--- src/design/adcc_pkg.sv ---
// Shared constants and types of the converter control block.
package adcc_pkg;

    // Register byte addresses.
    localparam logic [7:0] ADDR_PORT_DATA      = 8'h05;
    localparam logic [7:0] ADDR_DONE_FLAG      = 8'h0C;
    localparam logic [7:0] ADDR_IRQ_ENABLE     = 8'h8C;
    localparam logic [7:0] ADDR_RESULT_HIGH    = 8'h1E;
    localparam logic [7:0] ADDR_RESULT_LOW     = 8'h9E;
    localparam logic [7:0] ADDR_CONV_CONTROL   = 8'h1F;
    localparam logic [7:0] ADDR_PORT_ANALOG    = 8'h9F;

    // Field positions.
    localparam int CTL_CLK_SEL_LSB   = 6;
    localparam int CTL_CHAN_LSB      = 3;
    localparam int CTL_GO_BIT        = 2;
    localparam int CTL_ON_BIT        = 0;
    localparam int CFG_JUSTIFY_BIT   = 7;
    localparam int CFG_PIN_LSB       = 0;
    localparam int FLAG_DONE_BIT     = 6;
    localparam int FLAG_IRQ_EN_BIT   = 6;

    // Values after reset.
    localparam logic [7:0] RESET_CONV_CONTROL = 8'h00;
    localparam logic [3:0] RESET_PIN_ASSIGN   = 4'h0;
    localparam logic       RESET_JUSTIFY      = 1'b0;
    localparam logic [7:0] RESET_RESULT       = 8'h00;

    // Conversion clock and sequencing.
    localparam int CLK_PERIOD_NS   = 20;
    localparam int RC_TAD_NS       = 4000;
    localparam int TAD_CYCLES_2    = 2;
    localparam int TAD_CYCLES_8    = 8;
    localparam int TAD_CYCLES_32   = 32;
    localparam int TAD_CYCLES_RC   = (RC_TAD_NS + CLK_PERIOD_NS - 1) / CLK_PERIOD_NS;
    localparam int CONV_TAD_COUNT  = 12;
    localparam int RECOV_TAD_COUNT = 2;

    localparam logic [1:0] CLK_SEL_2TOSC  = 2'h0;
    localparam logic [1:0] CLK_SEL_8TOSC  = 2'h1;
    localparam logic [1:0] CLK_SEL_32TOSC = 2'h2;
    localparam logic [1:0] CLK_SEL_RC     = 2'h3;

    // Pin assignment table: analog input mask, upper reference pin, lower reference pin.
    typedef struct packed
    {
        logic [7:0] analog_mask;
        logic       vref_hi_pin;
        logic       vref_lo_pin;
    } adcc_pin_map_s;

    localparam adcc_pin_map_s PIN_MAP [16] = '{
        '{8'hFF, 1'b0, 1'b0},
        '{8'hF7, 1'b1, 1'b0},
        '{8'h1F, 1'b0, 1'b0},
        '{8'h17, 1'b1, 1'b0},
        '{8'h0B, 1'b0, 1'b0},
        '{8'h03, 1'b1, 1'b0},
        '{8'h00, 1'b0, 1'b0},
        '{8'h00, 1'b0, 1'b0},
        '{8'hF3, 1'b1, 1'b1},
        '{8'h3F, 1'b0, 1'b0},
        '{8'h37, 1'b1, 1'b0},
        '{8'h33, 1'b1, 1'b1},
        '{8'h13, 1'b1, 1'b1},
        '{8'h03, 1'b1, 1'b1},
        '{8'h01, 1'b0, 1'b0},
        '{8'h01, 1'b1, 1'b1}
    };

    // Pins that exist on the small package.
    localparam logic [7:0] SMALL_PKG_MASK = 8'h1F;

    typedef enum logic [1:0] { ENG_IDLE, ENG_CONVERT, ENG_RECOVER } adcc_eng_e;

endpackage

--- src/design/adcc_eng_if.sv ---
// Link between the register side and the conversion sequencer.
`timescale 1ns/10ps
interface adcc_eng_if;
    logic       start;
    logic       abort;
    logic [1:0] clk_sel;
    logic       busy;
    logic       done;
    logic       hold_connect;

    modport ctrl
    (
        output start,
        output abort,
        output clk_sel,
        input  busy,
        input  done,
        input  hold_connect
    );

    modport eng
    (
        input  start,
        input  abort,
        input  clk_sel,
        output busy,
        output done,
        output hold_connect
    );
endinterface

--- src/design/adcc_sequencer.sv ---
// Conversion sequencer: bit period divider, conversion count and recovery gap.
`timescale 1ns/10ps
module adcc_sequencer
(
    // Clock and reset.
    input  wire logic  sys_clk,
    input  wire logic  reset,
    // Control link.
    adcc_eng_if.eng    link
);

    typedef struct packed
    {
        adcc_pkg::adcc_eng_e st;
        logic [7:0]          tcnt;
        logic [3:0]          bits;
        logic                done;
    } adcc_seq_s;

    adcc_seq_s  seq_q;
    adcc_seq_s  seq_d;
    logic [7:0] tad_len;
    logic       tad_tick;

    always_comb
    begin
        case (link.clk_sel)
            adcc_pkg::CLK_SEL_2TOSC:  tad_len = 8'(adcc_pkg::TAD_CYCLES_2);
            adcc_pkg::CLK_SEL_8TOSC:  tad_len = 8'(adcc_pkg::TAD_CYCLES_8);
            adcc_pkg::CLK_SEL_32TOSC: tad_len = 8'(adcc_pkg::TAD_CYCLES_32);
            default:                  tad_len = 8'(adcc_pkg::TAD_CYCLES_RC);
        endcase
    end

    assign tad_tick = (seq_q.tcnt == tad_len - 8'h01);

    always_comb
    begin
        seq_d      = seq_q;
        seq_d.done = 1'b0;
        seq_d.tcnt = tad_tick ? 8'h00 : seq_q.tcnt + 8'h01;
        case (seq_q.st)
            adcc_pkg::ENG_IDLE:
            begin
                seq_d.tcnt = 8'h00;
                if (link.start)
                begin
                    seq_d.st   = adcc_pkg::ENG_CONVERT;
                    seq_d.bits = 4'h0;
                end
            end
            adcc_pkg::ENG_CONVERT:
            begin
                if (link.abort)
                begin
                    seq_d.st   = adcc_pkg::ENG_RECOVER;
                    seq_d.bits = 4'h0;
                    seq_d.tcnt = 8'h00;
                end
                else if (tad_tick)
                begin
                    seq_d.bits = seq_q.bits + 4'h1;
                    if (seq_q.bits == 4'(adcc_pkg::CONV_TAD_COUNT - 1))
                    begin
                        seq_d.st   = adcc_pkg::ENG_RECOVER;
                        seq_d.bits = 4'h0;
                        seq_d.done = 1'b1;
                    end
                end
            end
            adcc_pkg::ENG_RECOVER:
            begin
                if (tad_tick)
                begin
                    seq_d.bits = seq_q.bits + 4'h1;
                    if (seq_q.bits == 4'(adcc_pkg::RECOV_TAD_COUNT - 1))
                    begin
                        seq_d.st   = adcc_pkg::ENG_IDLE;
                        seq_d.bits = 4'h0;
                    end
                end
            end
            default:
            begin
                seq_d.st = adcc_pkg::ENG_IDLE;
            end
        endcase
    end

    always_ff @(posedge sys_clk)
    begin
        if (reset)
        begin
            seq_q.st   <= adcc_pkg::ENG_IDLE;
            seq_q.tcnt <= 8'h00;
            seq_q.bits <= 4'h0;
            seq_q.done <= 1'b0;
        end
        else
        begin
            seq_q <= seq_d;
        end
    end

    assign link.busy         = (seq_q.st != adcc_pkg::ENG_IDLE);
    assign link.done         = seq_q.done;
    // The hold capacitor tracks the channel only while idle.
    assign link.hold_connect = (seq_q.st == adcc_pkg::ENG_IDLE);

endmodule

--- src/design/adcc_top.sv ---
// Converter control: pin assignment, result registers and conversion sequencing.
//
// Function
// - Ten-bit result in high/low byte pair.
// - Right justify clears upper six high bits.
// - Left justify clears lower six low bits.
// - Config bits six to four read zero.
// - Four-bit code decodes per-pin analog assignment.
// - Code selects reference sources and counts.
// - Small package lacks channels five to seven.
// - Completion loads result, clears go, flags.
// - Writing go with converter already on and not busy starts converting selected channel.
// - Two bit periods pass before reacquisition.
// - Clock select picks bit period length.
// - Clearing go aborts, result stays unchanged.
// - Port reads zero on analog pins.
`timescale 1ns/10ps
module adcc_top
#(
    parameter bit SMALL_PACKAGE = 1'b0
)
(
    // Clock and reset.
    input  wire logic       sys_clk,
    input  wire logic       reset,
    // Register port.
    input  wire logic [7:0] reg_addr,
    input  wire logic [7:0] reg_wdata,
    input  wire logic       reg_wr,
    input  wire logic       reg_rd,
    output logic      [7:0] reg_rdata,
    // Converter data and pin levels.
    input  wire logic [9:0] conv_sample,
    input  wire logic [7:0] port_pin_level,
    // Pin and reference assignment.
    output logic      [7:0] pin_analog_mask,
    output logic            vref_hi_from_pin,
    output logic            vref_lo_from_pin,
    output logic      [3:0] analog_chan_count,
    output logic      [1:0] ref_pin_count,
    // Converter control.
    output logic      [2:0] channel_select,
    output logic            converter_on,
    output logic            hold_connect,
    output logic            conv_done_flag,
    output logic            conv_done_irq_enable
);

    typedef struct packed
    {
        logic [1:0] clk_sel;
        logic [2:0] chan;
        logic       go;
        logic       on;
        logic       justify;
        logic [3:0] pin_assign;
        logic [7:0] res_hi;
        logic [7:0] res_lo;
        logic       flag;
        logic       irq_en;
        logic [7:0] rdata;
        logic [7:0] mask;
        logic       vhi;
        logic       vlo;
        logic [3:0] ccount;
        logic [1:0] rcount;
        logic       start;
        logic       abort;
        logic       hold;
    } adcc_top_s;

    adcc_top_s   st_q;
    adcc_top_s   st_d;
    adcc_eng_if  eng_link ();

    assign eng_link.start   = st_q.start;
    assign eng_link.abort   = st_q.abort;
    assign eng_link.clk_sel = st_q.clk_sel;

    adcc_sequencer u_seq
    (
        .sys_clk (sys_clk),
        .reset   (reset),
        .link    (eng_link)
    );

    always_comb
    begin
        logic                    wr_ctl;
        logic                    wr_cfg;
        logic [3:0]              cfg_next;
        logic [7:0]              m;
        logic [3:0]              n;
        adcc_pkg::adcc_pin_map_s map;
        wr_ctl   = reg_wr && (reg_addr == adcc_pkg::ADDR_CONV_CONTROL);
        wr_cfg   = reg_wr && (reg_addr == adcc_pkg::ADDR_PORT_ANALOG);
        cfg_next = st_q.pin_assign;
        m        = 8'h00;
        n        = 4'h0;
        map      = adcc_pkg::PIN_MAP[0];
        st_d       = st_q;
        st_d.start = 1'b0;
        st_d.abort = 1'b0;
        st_d.hold  = eng_link.hold_connect;

        // Conversion control writes.
        if (wr_ctl)
        begin
            st_d.clk_sel = reg_wdata[adcc_pkg::CTL_CLK_SEL_LSB +: 2];
            st_d.chan    = reg_wdata[adcc_pkg::CTL_CHAN_LSB +: 3];
            st_d.on      = reg_wdata[adcc_pkg::CTL_ON_BIT];
            if (st_q.go && (!reg_wdata[adcc_pkg::CTL_GO_BIT] || !reg_wdata[adcc_pkg::CTL_ON_BIT]))
            begin
                st_d.go    = 1'b0;
                st_d.abort = eng_link.busy;
            end
            else if (!st_q.go && reg_wdata[adcc_pkg::CTL_GO_BIT] && st_q.on && !eng_link.busy)
            begin
                st_d.go    = 1'b1;
                st_d.start = 1'b1;
            end
        end

        if (wr_cfg)
        begin
            st_d.justify    = reg_wdata[adcc_pkg::CFG_JUSTIFY_BIT];
            st_d.pin_assign = reg_wdata[adcc_pkg::CFG_PIN_LSB +: 4];
            cfg_next        = reg_wdata[adcc_pkg::CFG_PIN_LSB +: 4];
        end

        // Result bytes are plain storage between conversions.
        if (reg_wr && (reg_addr == adcc_pkg::ADDR_RESULT_HIGH))
        begin
            st_d.res_hi = reg_wdata;
        end
        if (reg_wr && (reg_addr == adcc_pkg::ADDR_RESULT_LOW))
        begin
            st_d.res_lo = reg_wdata;
        end
        if (reg_wr && (reg_addr == adcc_pkg::ADDR_IRQ_ENABLE))
        begin
            st_d.irq_en = reg_wdata[adcc_pkg::FLAG_IRQ_EN_BIT];
        end
        if (reg_wr && (reg_addr == adcc_pkg::ADDR_DONE_FLAG))
        begin
            st_d.flag = reg_wdata[adcc_pkg::FLAG_DONE_BIT];
        end

        if (eng_link.done && st_q.go)
        begin
            st_d.go   = 1'b0;
            st_d.flag = 1'b1;
            if (st_q.justify)
            begin
                st_d.res_hi = {6'h00, conv_sample[9:8]};
                st_d.res_lo = conv_sample[7:0];
            end
            else
            begin
                st_d.res_hi = conv_sample[9:2];
                st_d.res_lo = {conv_sample[1:0], 6'h00};
            end
        end

        map = adcc_pkg::PIN_MAP[cfg_next];
        m   = map.analog_mask;
        if (SMALL_PACKAGE)
        begin
            m = m & adcc_pkg::SMALL_PKG_MASK;
        end
        for (int i = 0; i < 8; i++)
        begin
            n = n + 4'(m[i]);
        end
        st_d.mask   = m;
        st_d.vhi    = map.vref_hi_pin;
        st_d.vlo    = map.vref_lo_pin;
        st_d.ccount = n;
        st_d.rcount = 2'(map.vref_hi_pin) + 2'(map.vref_lo_pin);

        // Read data stand in the cycle after the strobe only.
        st_d.rdata = 8'h00;
        if (reg_rd)
        begin
            case (reg_addr)
                adcc_pkg::ADDR_CONV_CONTROL:
                    st_d.rdata = {st_q.clk_sel, st_q.chan, st_q.go, 1'b0, st_q.on};
                adcc_pkg::ADDR_PORT_ANALOG:
                    st_d.rdata = {st_q.justify, 3'h0, st_q.pin_assign};
                adcc_pkg::ADDR_RESULT_HIGH:
                    st_d.rdata = st_q.res_hi;
                adcc_pkg::ADDR_RESULT_LOW:
                    st_d.rdata = st_q.res_lo;
                adcc_pkg::ADDR_DONE_FLAG:
                    st_d.rdata = 8'(st_q.flag) << adcc_pkg::FLAG_DONE_BIT;
                adcc_pkg::ADDR_IRQ_ENABLE:
                    st_d.rdata = 8'(st_q.irq_en) << adcc_pkg::FLAG_IRQ_EN_BIT;
                adcc_pkg::ADDR_PORT_DATA:
                    st_d.rdata = port_pin_level & ~st_q.mask;
                default:
                    st_d.rdata = 8'h00;
            endcase
        end
    end

    always_ff @(posedge sys_clk)
    begin
        if (reset)
        begin
            st_q.clk_sel    <= adcc_pkg::RESET_CONV_CONTROL[adcc_pkg::CTL_CLK_SEL_LSB +: 2];
            st_q.chan       <= adcc_pkg::RESET_CONV_CONTROL[adcc_pkg::CTL_CHAN_LSB +: 3];
            st_q.go         <= adcc_pkg::RESET_CONV_CONTROL[adcc_pkg::CTL_GO_BIT];
            st_q.on         <= adcc_pkg::RESET_CONV_CONTROL[adcc_pkg::CTL_ON_BIT];
            st_q.justify    <= adcc_pkg::RESET_JUSTIFY;
            st_q.pin_assign <= adcc_pkg::RESET_PIN_ASSIGN;
            st_q.res_hi     <= adcc_pkg::RESET_RESULT;
            st_q.res_lo     <= adcc_pkg::RESET_RESULT;
            st_q.flag       <= 1'b0;
            st_q.irq_en     <= 1'b0;
            st_q.rdata      <= 8'h00;
            st_q.mask       <= adcc_pkg::PIN_MAP[0].analog_mask & (SMALL_PACKAGE ? adcc_pkg::SMALL_PKG_MASK : 8'hFF);
            st_q.vhi        <= 1'b0;
            st_q.vlo        <= 1'b0;
            st_q.ccount     <= SMALL_PACKAGE ? 4'h5 : 4'h8;
            st_q.rcount     <= 2'h0;
            st_q.start      <= 1'b0;
            st_q.abort      <= 1'b0;
            st_q.hold       <= 1'b1;
        end
        else
        begin
            st_q <= st_d;
        end
    end

    assign reg_rdata            = st_q.rdata;
    assign pin_analog_mask      = st_q.mask;
    assign vref_hi_from_pin     = st_q.vhi;
    assign vref_lo_from_pin     = st_q.vlo;
    assign analog_chan_count    = st_q.ccount;
    assign ref_pin_count        = st_q.rcount;
    assign channel_select       = st_q.chan;
    assign converter_on         = st_q.on;
    assign hold_connect         = st_q.hold;
    assign conv_done_flag       = st_q.flag;
    assign conv_done_irq_enable = st_q.irq_en;

endmodule

--- config.mk ---
export PLATFORM = sky130hd
export DESIGN_NAME = adcc_top
export DESIGN_NICKNAME = d
export VERILOG_FILES = /design/src/design/adcc_pkg.sv /design/src/design/adcc_eng_if.sv /design/src/design/adcc_sequencer.sv /design/src/design/adcc_top.sv
export SDC_FILE = /design/constraint.sdc
export NUM_CORES = 1
export LEC_CHECK = 0
export ABC_AREA = 1
export BUFFER_PORTS_ARGS = -buffer_cell sky130_fd_sc_hd__buf_4
export CAP_MARGIN = 15
export CORE_ASPECT_RATIO = 0.7
export CORE_MARGIN = 2
export CORE_UTILIZATION = 40
export DETAILED_ROUTE_END_ITERATION = 8
export PLACE_DENSITY_LB_ADDON = 0.2
export SYNTH_ARGS = -nofsm -noshare
export SYNTH_HDL_FRONTEND = slang
export SYNTH_HIERARCHICAL = 1
export SYNTH_SLANG_ARGS = --single-unit
--- constraint.sdc ---
create_clock -name sys_clk -period 4.5 [get_ports sys_clk]
set_input_delay 1.35 -clock sys_clk [delete_from_list [all_inputs] [get_ports sys_clk]]
set_output_delay 1.35 -clock sys_clk [all_outputs]
set_load 0.02 [all_outputs]
==> results.sh <==
export IMPL_gp_congestion=0.857
export IMPL_drtIter0Drc=208
export IMPL_numPortBuffers=68
export IMPL_fillers=970
export IMPL_p_int_w=0.00126
export IMPL_timing_fmax_ghz=0.234
export IMPL_vias=3573
export IMPL_worstSetupPathType="in2reg"
export IMPL_die_y_um=87.7
export IMPL_p_sw_frac=0.319
export IMPL_cts_resized=0
export IMPL_cts_max_level=3
export IMPL_cts_setup_buffers=0
export IMPL_layout_min_cycle_time_ps=4270
export IMPL_clkSinkCount=71
export IMPL_switching_power_w=0.000589
export IMPL_antenna_found_initial=0
export IMPL_skew_ps=6.71
export IMPL_start_kind="input port"
export IMPL_status="completed"
export IMPL_numCtsBuffers=9
export IMPL_pwr_share_clk=0.388
export IMPL_min_to="st_q[38]$_SDFFE_PP0P_"
export IMPL_synth_cell_types=40
export IMPL_syn_mean_instance_area_sq_um=7.23
export IMPL_crit_arrival_ps=4480
export IMPL_wl_per_cell_um=13.6
export IMPL_syn_nets=609
export IMPL_rows=30
export IMPL_cp_max_fo=6
export IMPL_diodes=0
export IMPL_finalWorstSetupSlack_ps=233
export IMPL_ant_nets=0
export IMPL_ir_drop_mv=0.161
export IMPL_pwr_share_seq=0.375
export IMPL_final_area_sq_mm=0.00473
export IMPL_route_detailed_drc=0
export IMPL_firstDrtPassIters=4
export IMPL_grt_usage=0.190
export IMPL_cts_buffer_depth=2
export IMPL_synth_top_area_frac=0.355
export IMPL_yosysMostFrequentCell="nand2_1"
export IMPL_grt_pass1_wl_um=15800
export IMPL_reg2reg_from="st_q[45]$_SDFFE_PP0N_"
export IMPL_whs_path_depth=2
export IMPL_crit_start="reg_addr[5]"
export IMPL_synth_area_sq_mm=0.00401
export IMPL_place_hpwl_um=7720
export IMPL_p_leak_nw=2.12
export IMPL_cap_violations=0
export IMPL_grt_max_degree=35
export IMPL_r2r_cells=17
export IMPL_synth_common_cells="94 x nand2_1, 71 x dfxtp_1, 70 x nor2_1"
export IMPL_postSynthCellCount=554
export IMPL_rr_endpoint="analog_chan_count[2]$_SDFF_PP0_"
export IMPL_die_area_sq_mm=0.0108
export IMPL_rsz0062_at_grt="no"
export IMPL_setup_tns_ps=0
export IMPL_grt_pass1_vias=3273
export IMPL_async_flop_share=0
export IMPL_drv_slew=0
export IMPL_die_w_um=124
export IMPL_synth_top_cells_by_area="dfxtp_1 35%, nand2_1 8.8%, nor2_1 6.6%, inv_1 6.4%, buf_4 4.7%"
export IMPL_synth_edf_count=0
export IMPL_final_util=0.487
export IMPL_final_hold_violation_count=0
export IMPL_core_area_sq_mm=0.00972
export IMPL_slew_headroom=0.564
export IMPL_post_dp_cell_area_sq_mm=0.00443
export IMPL_p_comb_frac=0.237
export IMPL_ys_flop_type="dfxtp_1"
export IMPL_ff2ff_setup_slack_ps=1570
export IMPL_hold_start="st_q[38]$_SDFFE_PP0P_"
export IMPL_vias_per_cell=4.88
export IMPL_initial_core_util=0.412
export IMPL_setup_viol=0
export IMPL_gr_total_overflow=0
export IMPL_ioPinCount=69
export IMPL_syn_to_final_growth_pct=18.1
export IMPL_finalPower_w=0.00185
export IMPL_pwr_density_cell_mw_per_mm2=390
export IMPL_finalCritPeriodShare=0.948
export IMPL_ys_warn_count=6
export IMPL_nNetsFinal=654
export IMPL_root_buffer="clkbuf_16"
export IMPL_ctsHoldBuffers=0
export IMPL_cts_tree="built"
export IMPL_routed_wl_um=9930
export IMPL_worstPathRequired_ps=4710
export IMPL_tightest_slew_ps=652
export IMPL_synth_seq_cells=71
export IMPL_yosysTopAreaCell="dfxtp_1"
export IMPL_hp_class="reg2reg"
export IMPL_drive_gt1_frac=0.215
export IMPL_setup_worst_path_end_class="register"
export IMPL_ys_seq_area_frac=0.355
export IMPL_pre_cts_slack_ps=-80.1
export IMPL_worstSkewPairLatency_ps=330
export IMPL_clk_pin_slew_ps=60
worst max-delay path: stages:
cell	delay (ps)
buf_4	110
inv_1	40
nand2_1	120
nor2_4	200
nand2_1	120
inv_2	80
nand3_1	70
nand2_1	80
inv_1	60
ha_1	220
inv_1	60
nand3_1	100
nand3_1	150
nand2_1	70
ha_1	270
inv_1	50
fa_1	460
inv_1	70
ha_1	160
inv_1	60
fa_1	380
xor2_1	150
nor2_1	60
cells by family (layout without fill, tap and decap cells):
logic type	Yosys count	count (layout)	synth area share
and+or+nand+nor	259	259	0.311
buffers and inverters	113	163	0.142
AOI/OAI and AO/OA	87	87	0.120
DFF	71	71	0.355
adders and majority gates	17	17	0.0568
xor gates and xnor gates	7	7	0.0153
flip-flops by register name, indices dropped and copies added, names as in the netlist, 2 cells and up:
| name | count |
|---|---|
| st_q | 22 |
| u_seq/seq_q | 14 |
| reg_rdata | 8 |
| pin_analog_mask | 7 |
| analog_chan_count | 4 |
| channel_select | 3 |
| eng_link.clk_sel | 2 |
| ref_pin_count | 2 |
power by group through the flow:
stage	clock network [W]	logic (W)	registers [W]
CTS	0.000736	0.000442	0.000692
global route	0.000762	0.000500	0.000695
detailed placement	0	0.000440	0.000706
floorplan	0	0.000333	0.000701
finish	0.000716	0.000439	0.000692
global placement	0	0.000429	0.000703
worst max-delay path by stage:
stage | to | slack, ps | cells after the start
6_report | analog_chan_count[2]$_SDFF_PP0_ | 230 | 23
2_1_floorplan | analog_chan_count[2]$_SDFF_PP0_ | 210 | 22
3_5_place_dp | analog_chan_count[2]$_SDFF_PP0_ | -80 | 23
4_1_cts | analog_chan_count[2]$_SDFF_PP0_ | 270 | 23
3_3_place_gp | analog_chan_count[2]$_SDFF_PP0_ | 80 | 23
5_1_grt | analog_chan_count[2]$_SDFF_PP0_ | 30 | 23
stage by stage:
stage | hold WS [ps] | instances
finish | 464 | 732
global route | 492 | 732
CTS | 459 | 732
detailed placement | 450 | 716
global placement | 436 | 716
floorplan | 416 | 554
cells in the final DEF (no fill, tap or decap), drive strengths merged:
cell / n
nand3: 36
nor4: 1
ha: 15
o21ai: 42
nor3: 22
bufinv: 1
o211ai: 3
dfxtp: 71
clkbuf: 9
clkinv: 3
buf: 74
a31oi: 4
and3: 1
nor2: 75
inv: 74
nand3b: 7
xor2: 5
or2: 3
nand4: 7
xnor2: 2
fa: 2
a21oi: 38
nand2: 106
and2: 1
clkinvlp: 2
per-layer routing:
| layer | share of wire | track usage | up-vias |
|---|---|---|---|
| met4 | 0.012 | 0.0558 | 0 |
| met1 | 0.52 | 0.280 | 1602 |
| met2 | 0.40 | 0.273 | 111 |
| met3 | 0.068 | 0.0488 | 10 |
| li1 | - | - | 1850 |
| met5 | 0 | 0 | - |
final cells by class:
| cell class | count | area [sq um] | share of cell area |
|---|---|---|---|
| clock inverter | 7 | 80.1 | 0.0169 |
| sequential | 71 | 1420 | 0.300 |
| clock buffer | 9 | 225 | 0.0476 |
| multi-input combinational | 370 | 2020 | 0.426 |
| timing repair buffer | 74 | 556 | 0.117 |
| inverter | 73 | 274 | 0.0579 |
| tap | 128 | 160 | 0.0338 |
Power figures use the tool's default switching activity.
